## src/rtl/boost_pkg.sv

```systemverilog
// constants, register map and types for the boost tracking controller
// assumes one 20 MHz clock and 16-bit register words from the serial control port
//
// Summary of operation
// control bit 8 picks class-G stepping (0) or class-H tracking (1, reset)
// converter turns on by itself when estimated need exceeds battery voltage
// class-H target follows estimated output level plus programmed headroom
// headroom is 1.1 V plus code times 0.2 V, reset 1.7 V
// class-H target ceiling is 9.5 V plus low nibble times 0.2 V, reset 12.5 V
// a falling target holds for the hold period before it may decrease
// any signal increase during the hold restarts it, target does not drop
// hold timeout field bits 7:6 give 500 us, 1 ms (reset), 2 ms, 4 ms
// rising targets apply at once with no slew limit
// class-H falling slew is 0.75, 1.5 (reset), 3.0 or 6.0 mV per us
// class-H target derives from input samples well ahead of the DAC path
// mode field bits 1:0: disabled (reset), battery, fixed, adaptive
// software choosing a class-G mode also clears the class-H bit; the code loads the class-H bit from bit 8 of the same write
// class-G compares estimated output against the programmed thresholds
// adaptive mode bypasses the converter below the lowest threshold
// above a threshold the converter runs at that threshold's paired target
// below a threshold the level holds for the hold period, then steps down
// class-G decision derives from input samples ahead of the DAC path
// target code gives 2.9 V plus code times 0.2 V, zero disables, above 48 reserved
// threshold code gives 1.3 V plus code times 0.2 V, zero disables
// fixed mode holds the output at the highest target field's level
// disabled mode keeps the converter off, battery mode keeps it bypassed
package boost_pkg;

  // ----------------------------------------------------------------
  // register map
  // ----------------------------------------------------------------
  localparam logic [7:0] ADDR_CTRL = 8'h40;
  localparam logic [7:0] ADDR_LVL4 = 8'h41;
  localparam logic [7:0] ADDR_LVL3 = 8'h42;
  localparam logic [7:0] ADDR_LVL2 = 8'h43;
  localparam logic [7:0] ADDR_LVL1 = 8'h44;
  localparam logic [7:0] ADDR_STATUS = 8'h46;
  localparam logic [7:0] ADDR_TARGET = 8'h47;

  localparam int CLASS_H_BIT = 8;
  localparam int TOT_LSB = 6;
  localparam int SLEW_LSB = 4;
  localparam int MODE_LSB = 0;
  localparam int TGT_LSB = 6;
  localparam int THR_LSB = 0;
  localparam int CODE_W = 6;
  localparam int CFG_W = 12;
  localparam int STAT_EN_BIT = 15;
  localparam int STAT_BYP_BIT = 14;

  localparam logic [15:0] RST_CTRL = 16'h0150;
  localparam logic [15:0] RST_LVL4 = 16'h00EF;
  localparam logic [15:0] RST_LVL3 = 16'h085B;
  localparam logic [15:0] RST_LVL2 = 16'h05CF;
  localparam logic [15:0] RST_LVL1 = 16'h02C7;

  // ----------------------------------------------------------------
  // voltage scale: one lsb is 0.25 mV
  // ----------------------------------------------------------------
  localparam int LSB_UV = 250;
  localparam int LSB_PER_MV = 1000 / LSB_UV;
  localparam int STEP_MV = 200;
  localparam int HEAD_BASE_MV = 1100;
  localparam int CEIL_BASE_MV = 9500;
  localparam int TARGET_BASE_MV = 2900;
  localparam int THRESH_BASE_MV = 1300;
  localparam logic [15:0] STEP_LSB = 16'(STEP_MV * LSB_PER_MV);
  localparam logic [15:0] HEAD_BASE_LSB = 16'(HEAD_BASE_MV * LSB_PER_MV);
  localparam logic [15:0] CEIL_BASE_LSB = 16'(CEIL_BASE_MV * LSB_PER_MV);
  localparam logic [15:0] TARGET_BASE_LSB = 16'(TARGET_BASE_MV * LSB_PER_MV);
  localparam logic [15:0] THRESH_BASE_LSB = 16'(THRESH_BASE_MV * LSB_PER_MV);
  localparam logic [5:0] TGT_CODE_MAX = 6'h30;
  localparam logic [5:0] THR_CODE_MAX_TOP = 6'h31;
  localparam logic [5:0] THR_CODE_MAX = 6'h30;

  // ----------------------------------------------------------------
  // timing
  // ----------------------------------------------------------------
  localparam int CLK_FREQ_KHZ = 20000;
  localparam int TICK_US = 1;
  localparam int TICK_CYCLES = CLK_FREQ_KHZ * TICK_US / 1000;
  localparam int TICK_W = 5;
  localparam int HOLD_BASE_US = 500;
  localparam int HOLD_W = 13;
  localparam int SLEW_BASE_UV_PER_US = 750;
  localparam logic [15:0] SLEW_BASE_LSB = 16'(SLEW_BASE_UV_PER_US * TICK_US / LSB_UV);
  localparam int LEAD_H_US = 100;
  localparam int LEAD_G_US = 430;

  // ----------------------------------------------------------------
  // types
  // ----------------------------------------------------------------
  typedef enum logic [1:0] {
    MODE_OFF,
    MODE_BATTERY,
    MODE_FIXED,
    MODE_ADAPTIVE
  } boost_mode_t;

  typedef logic [15:0] volt_t;

endpackage : boost_pkg

```

## src/rtl/level_if.sv

```systemverilog
// estimated speaker output level passed from the estimator to the controller
// assumes both ends run on the same clock
`timescale 1ns/1ps
interface level_if;
  logic est_valid;
  logic [15:0] est_level;

  modport source (output est_valid, output est_level);
  modport sink (input est_valid, input est_level);
endinterface : level_if

```

## src/rtl/boost_tracking_control.sv

```systemverilog
// boost supply tracking controller: registers, class-H tracking, class-G stepping
// assumes a register write/read strobe port from the serial control front end,
// audio samples and battery level from logic on the same clock
`timescale 1ns/1ps
module boost_tracking_control #(
  parameter int SAMPLE_W = 24,
  parameter logic [15:0] FULL_SCALE_LSB = 16'hC350,
  parameter int HOLD_US = boost_pkg::HOLD_BASE_US
) (
  input wire logic SYS_CLK,
  input wire logic RST_B,
  input wire logic REG_WR,
  input wire logic REG_RD,
  input wire logic [7:0] REG_ADDR,
  input wire logic [15:0] REG_WDATA,
  output logic [15:0] REG_RDATA,
  input wire logic SAMPLE_VALID,
  input wire logic [SAMPLE_W-1:0] SAMPLE_DATA,
  input wire boost_pkg::volt_t VBAT_LEVEL,
  output logic BOOST_ENABLE,
  output logic BOOST_BYPASS,
  output boost_pkg::volt_t BOOST_TARGET,
  output logic [2:0] BOOST_LEVEL
);
  import boost_pkg::*;

  // ----------------------------------------------------------------
  // state
  // ----------------------------------------------------------------
  typedef struct packed {
    logic class_h;
    logic [1:0] tot;
    logic [1:0] slew;
    boost_mode_t mode;
    logic [4:1][CFG_W-1:0] cfg;
    logic [15:0] rdata;
    volt_t target;
    volt_t last_need;
    logic en;
    logic bypass;
    logic [2:0] level;
    logic [2:0] req;
    logic [TICK_W-1:0] tick_cnt;
    logic [HOLD_W-1:0] hold_cnt;
  } ctrl_state_t;

  ctrl_state_t s;
  ctrl_state_t next_s;
  level_if lvl ();

  // ----------------------------------------------------------------
  // code decoding
  // ----------------------------------------------------------------
  // target code to voltage
  function automatic volt_t tgt_volt(input logic [5:0] code);
    tgt_volt = 16'(TARGET_BASE_LSB + 16'(code) * STEP_LSB);
  endfunction : tgt_volt

  // threshold code to voltage
  function automatic volt_t thr_volt(input logic [5:0] code);
    thr_volt = 16'(THRESH_BASE_LSB + 16'(code) * STEP_LSB);
  endfunction : thr_volt

  // target code usable: nonzero and not reserved
  function automatic logic tgt_ok(input logic [5:0] code);
    tgt_ok = (code != 6'h00) && (code <= TGT_CODE_MAX);
  endfunction : tgt_ok

  // a level pair is usable when both its codes are valid
  function automatic logic pair_ok(input logic [CFG_W-1:0] cfg, input logic [5:0] thr_max);
    pair_ok = tgt_ok(cfg[TGT_LSB +: CODE_W]) && (cfg[THR_LSB +: CODE_W] != 6'h00) &&
              (cfg[THR_LSB +: CODE_W] <= thr_max);
  endfunction : pair_ok

  // ----------------------------------------------------------------
  // estimator
  // ----------------------------------------------------------------
  level_estimator #(
    .SAMPLE_W(SAMPLE_W),
    .FULL_SCALE_LSB(FULL_SCALE_LSB)
  ) u_est (
    .clk(SYS_CLK),
    .rst_b(RST_B),
    .sample_valid(SAMPLE_VALID),
    .sample_data(SAMPLE_DATA),
    .lvl(lvl.source)
  );

  // ----------------------------------------------------------------
  // next-state logic
  // ----------------------------------------------------------------
  logic tick;
  logic [HOLD_W-1:0] hold_limit;
  logic hold_done;
  logic [16:0] need_wide;
  volt_t headroom;
  volt_t ceiling;
  volt_t desired;
  volt_t step;
  logic [2:0] req;
  logic [2:0] lower;
  logic [5:0] thr_max;

  always_comb begin
    next_s = s;
    tick = (s.tick_cnt == TICK_W'(TICK_CYCLES - 1));
    hold_limit = HOLD_W'(HOLD_US) << s.tot;
    hold_done = (s.hold_cnt >= hold_limit);
    headroom = 16'(HEAD_BASE_LSB + 16'(s.cfg[4][TGT_LSB +: CODE_W]) * STEP_LSB);
    ceiling = 16'(CEIL_BASE_LSB + 16'(s.cfg[4][THR_LSB +: 4]) * STEP_LSB);
    need_wide = {1'b0, lvl.est_level} + {1'b0, headroom};
    desired = (need_wide > {1'b0, ceiling}) ? ceiling : need_wide[15:0];
    step = SLEW_BASE_LSB << s.slew;
    req = 3'd0;
    lower = 3'd0;
    thr_max = THR_CODE_MAX;

    // one-microsecond tick divider
    next_s.tick_cnt = tick ? '0 : s.tick_cnt + 1'b1;

    // highest level whose threshold the estimate exceeds
    for (int l = 1; l <= 4; l++) begin
      thr_max = (l == 4) ? THR_CODE_MAX_TOP : THR_CODE_MAX;
      if (pair_ok(s.cfg[l], thr_max) &&
          (lvl.est_level > thr_volt(s.cfg[l][THR_LSB +: CODE_W]))) begin
        req = 3'(l);
      end
      if (pair_ok(s.cfg[l], thr_max) && (3'(l) < s.level)) begin
        lower = 3'(l);
      end
    end

    // hold counter runs on the tick until it expires
    if (tick && !hold_done) begin
      next_s.hold_cnt = s.hold_cnt + 1'b1;
    end

    if (s.class_h) begin
      // class-H tracking
      next_s.level = 3'd0;
      if (lvl.est_valid) begin
        next_s.last_need = desired;
        if (desired >= s.target) begin
          next_s.target = desired;
          next_s.hold_cnt = '0;
        end else if (desired > s.last_need) begin
          next_s.hold_cnt = '0;
        end
      end else if (tick && hold_done && (s.target > s.last_need)) begin
        next_s.target = ((s.target - s.last_need) > step) ? 16'(s.target - step) :
                        s.last_need;
      end
      next_s.en = (next_s.target > VBAT_LEVEL);
      next_s.bypass = !(next_s.target > VBAT_LEVEL);
    end else begin
      // class-G stepping
      unique case (s.mode)
        MODE_OFF: begin
          next_s.level = 3'd0;
          next_s.en = 1'b0;
          next_s.bypass = 1'b0;
          next_s.target = '0;
        end
        MODE_BATTERY: begin
          next_s.level = 3'd0;
          next_s.en = 1'b0;
          next_s.bypass = 1'b1;
          next_s.target = '0;
        end
        MODE_FIXED: begin
          next_s.level = tgt_ok(s.cfg[4][TGT_LSB +: CODE_W]) ? 3'd4 : 3'd0;
          next_s.en = tgt_ok(s.cfg[4][TGT_LSB +: CODE_W]);
          next_s.bypass = !tgt_ok(s.cfg[4][TGT_LSB +: CODE_W]);
          next_s.target = tgt_ok(s.cfg[4][TGT_LSB +: CODE_W]) ?
                          tgt_volt(s.cfg[4][TGT_LSB +: CODE_W]) : '0;
        end
        MODE_ADAPTIVE: begin
          if (lvl.est_valid) begin
            next_s.req = req;
            if (req >= s.level) begin
              next_s.level = req;
              next_s.hold_cnt = '0;
            end
          end else if (tick && hold_done && (s.req < s.level)) begin
            next_s.level = lower;
            next_s.hold_cnt = '0;
          end
          next_s.en = (next_s.level != 3'd0);
          next_s.bypass = (next_s.level == 3'd0);
          next_s.target = (next_s.level == 3'd0) ? '0 :
                          tgt_volt(s.cfg[next_s.level][TGT_LSB +: CODE_W]);
        end
      endcase
    end

    // register writes
    if (REG_WR) begin
      unique case (REG_ADDR)
        ADDR_CTRL: begin
          next_s.class_h = REG_WDATA[CLASS_H_BIT];
          next_s.tot = REG_WDATA[TOT_LSB +: 2];
          next_s.slew = REG_WDATA[SLEW_LSB +: 2];
          next_s.mode = boost_mode_t'(REG_WDATA[MODE_LSB +: 2]);
        end
        ADDR_LVL4: next_s.cfg[4] = REG_WDATA[CFG_W-1:0];
        ADDR_LVL3: next_s.cfg[3] = REG_WDATA[CFG_W-1:0];
        ADDR_LVL2: next_s.cfg[2] = REG_WDATA[CFG_W-1:0];
        ADDR_LVL1: next_s.cfg[1] = REG_WDATA[CFG_W-1:0];
        default: begin
        end
      endcase
    end

    // register reads, answered one cycle later; unmapped reads zero
    if (REG_RD) begin
      unique case (REG_ADDR)
        ADDR_CTRL: next_s.rdata = {7'h00, s.class_h, s.tot, s.slew, 2'b00, s.mode};
        ADDR_LVL4: next_s.rdata = {4'h0, s.cfg[4]};
        ADDR_LVL3: next_s.rdata = {4'h0, s.cfg[3]};
        ADDR_LVL2: next_s.rdata = {4'h0, s.cfg[2]};
        ADDR_LVL1: next_s.rdata = {4'h0, s.cfg[1]};
        ADDR_STATUS: next_s.rdata = {s.en, s.bypass, 11'h000, s.level};
        ADDR_TARGET: next_s.rdata = s.target;
        default: next_s.rdata = 16'h0000;
      endcase
    end
  end

  // ----------------------------------------------------------------
  // state register
  // ----------------------------------------------------------------
  always_ff @(posedge SYS_CLK or negedge RST_B) begin
    if (!RST_B) begin
      s <= '0;
      s.class_h <= RST_CTRL[CLASS_H_BIT];
      s.tot <= RST_CTRL[TOT_LSB +: 2];
      s.slew <= RST_CTRL[SLEW_LSB +: 2];
      s.mode <= MODE_OFF;
      s.cfg[4] <= RST_LVL4[CFG_W-1:0];
      s.cfg[3] <= RST_LVL3[CFG_W-1:0];
      s.cfg[2] <= RST_LVL2[CFG_W-1:0];
      s.cfg[1] <= RST_LVL1[CFG_W-1:0];
    end else begin
      s <= next_s;
    end
  end

  // outputs straight from the state register
  assign REG_RDATA = s.rdata;
  assign BOOST_ENABLE = s.en;
  assign BOOST_BYPASS = s.bypass;
  assign BOOST_TARGET = s.target;
  assign BOOST_LEVEL = s.level;

endmodule : boost_tracking_control

```

## src/rtl/level_estimator.sv

```systemverilog
// peak estimator: turns each received audio sample into an output voltage
// assumes samples arrive as signed words with a one-cycle strobe on SYS_CLK
`timescale 1ns/1ps
module level_estimator #(
  parameter int SAMPLE_W = 24,
  parameter logic [15:0] FULL_SCALE_LSB = 16'hC350
) (
  input wire logic clk,
  input wire logic rst_b,
  input wire logic sample_valid,
  input wire logic [SAMPLE_W-1:0] sample_data,
  level_if.source lvl
);
  import boost_pkg::*;

  typedef struct packed {
    logic valid;
    logic [15:0] level;
  } est_state_t;

  est_state_t s;
  est_state_t next_s;
  logic [SAMPLE_W-1:0] mag;
  logic [SAMPLE_W+15:0] prod;

  // magnitude scaled by full-scale output, one cycle after the sample
  always_comb begin
    next_s = s;
    mag = sample_data[SAMPLE_W-1] ? SAMPLE_W'(~sample_data + 1'b1) : sample_data;
    prod = mag * FULL_SCALE_LSB;
    next_s.valid = sample_valid;
    if (sample_valid) begin
      next_s.level = prod[SAMPLE_W-1 +: 16];
    end
  end

  // state register
  always_ff @(posedge clk or negedge rst_b) begin
    if (!rst_b) begin
      s <= '0;
    end else begin
      s <= next_s;
    end
  end

  assign lvl.est_valid = s.valid;
  assign lvl.est_level = s.level;

endmodule : level_estimator

```

## config.mk

```make
export PLATFORM = sky130hd
export DESIGN_NAME = boost_tracking_control
export DESIGN_NICKNAME = d
export VERILOG_FILES = /design/src/rtl/boost_pkg.sv /design/src/rtl/level_if.sv /design/src/rtl/boost_tracking_control.sv /design/src/rtl/level_estimator.sv
export SDC_FILE = /design/constraint.sdc
export NUM_CORES = 1
export LEC_CHECK = 0
export BUFFER_PORTS_ARGS = -buffer_cell sky130_fd_sc_hd__buf_2
export CORE_MARGIN = 10
export CORE_UTILIZATION = 50
export CTS_CLUSTER_DIAMETER = 150
export CTS_CLUSTER_SIZE = 30
export DETAILED_ROUTE_END_ITERATION = 7
export PLACE_DENSITY = 0.67
export SKIP_CTS_REPAIR_TIMING = 1
export SLEW_MARGIN = 10
export SYNTH_ARGS = -nofsm -noshare
export SYNTH_HDL_FRONTEND = slang
export SYNTH_HIERARCHICAL = 1
export SYNTH_SLANG_ARGS = --single-unit
```

## constraint.sdc

```tcl
create_clock -name SYS_CLK -period 13.8 [get_ports SYS_CLK]
set_input_delay 2.76 -clock SYS_CLK [delete_from_list [all_inputs] [get_ports SYS_CLK]]
set_output_delay 2.76 -clock SYS_CLK [all_outputs]
set_load 0.02 [all_outputs]
```

==> metrics.yaml <==
worst_setup_path:
  cp-end-kind: "flip-flop"
  cp_common_cell: "ha_1"
  worst_setup_path_start_kind: "flip-flop"
  r2r_slack_ns: 2.90
  slowest_delay_ns: 0.70
  endpoint: "BOOST_BYPASS$_DFF_PN0_"
  cp_slowest_cell: "a21oi_1"
  r2r_start: "s[116]$_DFFE_PN1P_"
  crit_path_max_fanout: 19
  crit_arrival_ns: 11.27
  worstPathRequired_ns: 14.17
  reg2reg_depth: 42
  crit_start: "s[116]$_DFFE_PN1P_"
  path_class: "reg2reg"
  r2r_end: "BOOST_BYPASS$_DFF_PN0_"
timing:
  layout_setup_ws_ns: 2.90
  timing.final.max_slew_violations: 0
  relSlewSlack: 0.288
  finalSetupViolations: 0
  fmax_mhz: 91.8
  skew_ns: 0.0124
  worst_slew_pin_slew_ns: 1.06
  fin_crit_sh: 0.790
  rsz0062_at_grt: "no"
  final.setup.tns_ns: 0
  finalHoldViolCount: 0
  period_needed_ns: 10.90
synthesis:
  async_flop_share: 1.00
  synth-edff-count: 0
  syn-cell-area_um2: 22400
  yosys_register_bits: 146
  ys.flop_type: "dfrtp_1"
  avgSynthCellArea_um2: 8.50
  synth_fp_nets: 3229
  synthCells: 2638
  synth_cell_types: 106
  yosys_warnings: 6
  ys_seq_area_frac: 0.165
placed_design:
  io_buffers: 101
  placed_cell_area_um2: 23300
  dpl_worst_slack_ns: 3.00
  hpwl_um: 54700
  gp_congestion: 0.934
cts:
  cts_made_buffers: 17
  clk_pin_slew_ns: 0.07
  cts_htree_levels: 4
  clk-insertion-delay-late_ns: 0.46
  cts_tree: "done"
  cts_buffer_depth: 2
  cts-root-buf: "clkbuf_16"
  cts_sinks: 146
die:
  core_area_um2: 44300
  die_x_um: 232
  die_h_um: 232
  die-area_um2: 53700
  start_util: 0.506
  rows: 77
  ioPinCount: 106
power_and_ir_drop:
  clkPwrFrac: 0.090
  p_leak_nw: 11.9
  combPwrFrac: 0.787
  powerDensity_nw_per_um2: 212
  switchingPower_w: 0.00281
  swShare: 0.557
  sequentialPowerShare: 0.122
  intPower_w: 0.00224
  ir_drop_v: 0.000171
layout:
  layout-drive-gt1-share: 0.107
  final_common_cell: "ha_1"
  fillerInstances: 4159
  multi_input_area_um2: 17000
  fin_area_um2: 23800
  mostFrequentLayoutCells: "451 x ha_1, 330 x inv_1, 195 x nand2_1"
  post-route-util: 0.538
  seq_area_um2: 3690
  area_growth_pct: 6.33
  n_antenna_cell: 0
  num-nets-final: 3271
global_routing:
  grt_overflow_total: 0
  grt_max_degree: 89
  antenna_found_initial: 1
  grt_pass1_vias: 19600
  grt_usage: 0.247
  grt_pass1_wl_um: 106000
drt:
  drt-pass1-iter-count: 8
  viasPerCell: 5.96
  wl_per_cell_um: 20.3
  drt-total-wl_um: 66800
  drt_iter0_drc: 1525
  vias: 19600
  antenna_left: 0
  route.detailed.drc: 0
worst_hold_path:
  min_path_type: "reg2reg"
job:
  maxCapViolations: 0
status:
  outcome: "finished clean"
## metrics by stage
stage	power, W	hold WS [ns]	cells
finish	0.00505	0.457	3285
global route	0.00557	0.467	3285
CTS	0.00501	0.461	3285
detailed placement	0.00453	0.452	3253
global placement	0.00443	0.446	3253
floorplan	0.00342	0.433	2638
## layer usage
layer  track usage  share of wire  vias up
li1              -              -     9429
met1         0.304           0.43     9488
met2         0.418           0.47      556
met3        0.0450          0.056      120
met4        0.0980          0.038        2
met5             0        0.00019        -
## state kept, by name, indices dropped and copies added (netlist names)
register,cells
s,92
BOOST_TARGET,16
REG_RDATA,16
u_est/lvl.est_level,16
BOOST_LEVEL,3
BOOST_BYPASS,1
BOOST_ENABLE,1
u_est/lvl.est_valid,1
## how the worst min path moves through the flow
stage	from	endpoint	slack, ns	cells after the start
detailed placement	s[13]$_DFF_PN0_	s[13]$_DFF_PN0_	0.45	1
global placement	s[13]$_DFF_PN0_	s[13]$_DFF_PN0_	0.45	1
finish	s[13]$_DFF_PN0_	s[13]$_DFF_PN0_	0.46	1
global route	s[13]$_DFF_PN0_	s[13]$_DFF_PN0_	0.47	1
CTS	s[13]$_DFF_PN0_	s[13]$_DFF_PN0_	0.46	1
floorplan	s[13]$_DFF_PN0_	s[13]$_DFF_PN0_	0.43	1
## area by class of cell
class	count	share of cell area
clock buffer	20	0.0192
clock inverter	12	0.00409
multi-input combinational	2063	0.711
inverter	332	0.0523
timing repair buffer	120	0.0274
sequential	146	0.155
tap	592	0.0311
## kinds of logic (layout without fill, tap and decap cells)
family / Yosys count / in the layout / synth area share
and+or+nand+nor: 681 / 681 / 0.150
xor gates and xnor gates: 195 / 195 / 0.0765
AOI/OAI and AO/OA: 584 / 584 / 0.174
buffers and inverters: 429 / 484 / 0.0795
adders and majority gates: 522 / 522 / 0.315
DFF: 146 / 146 / 0.165
muxes: 81 / 81 / 0.0399
## synthesized netlist by cell type, types with 35 or more instances
library cell	instances	area [µm²]
ha_1	451	5640
xor2_1	63	552
nand4_1	37	231
fa_1	71	1420
nor3_1	49	245
xnor2_1	131	1150
a21o_1	36	270
nand3_1	68	340
inv_1	330	1240
clkbuf_1	54	203
o21ai_0	121	606
nand2_1	195	732
dfrtp_1	116	2900
buf_4	35	263
a21oi_1	144	721
nor2_1	153	574
mux2_2	64	721
## power groups by stage
stage / Clock [W] / Sequential, W / Combinational (W)
6_report: 0.000457 / 0.000618 / 0.00397
5_1_grt: 0.000480 / 0.000624 / 0.00447
4_1_cts: 0.000462 / 0.000615 / 0.00393
3_5_place_dp: 0 / 0.000622 / 0.00391
3_3_place_gp: 0 / 0.000621 / 0.00381
2_1_floorplan: 0 / 0.000554 / 0.00287
## critical path: cells and delay by family, from the launching register on
kind,cells,cell delay [ns]
xor+xnor,2,0.66
fa+ha+maj,8,2.45
flops,1,0.69
compound gates,16,3.91
simple gates,12,2.40
buf+inv,4,0.67
No activity file was read; power rests on OpenSTA's default activity.
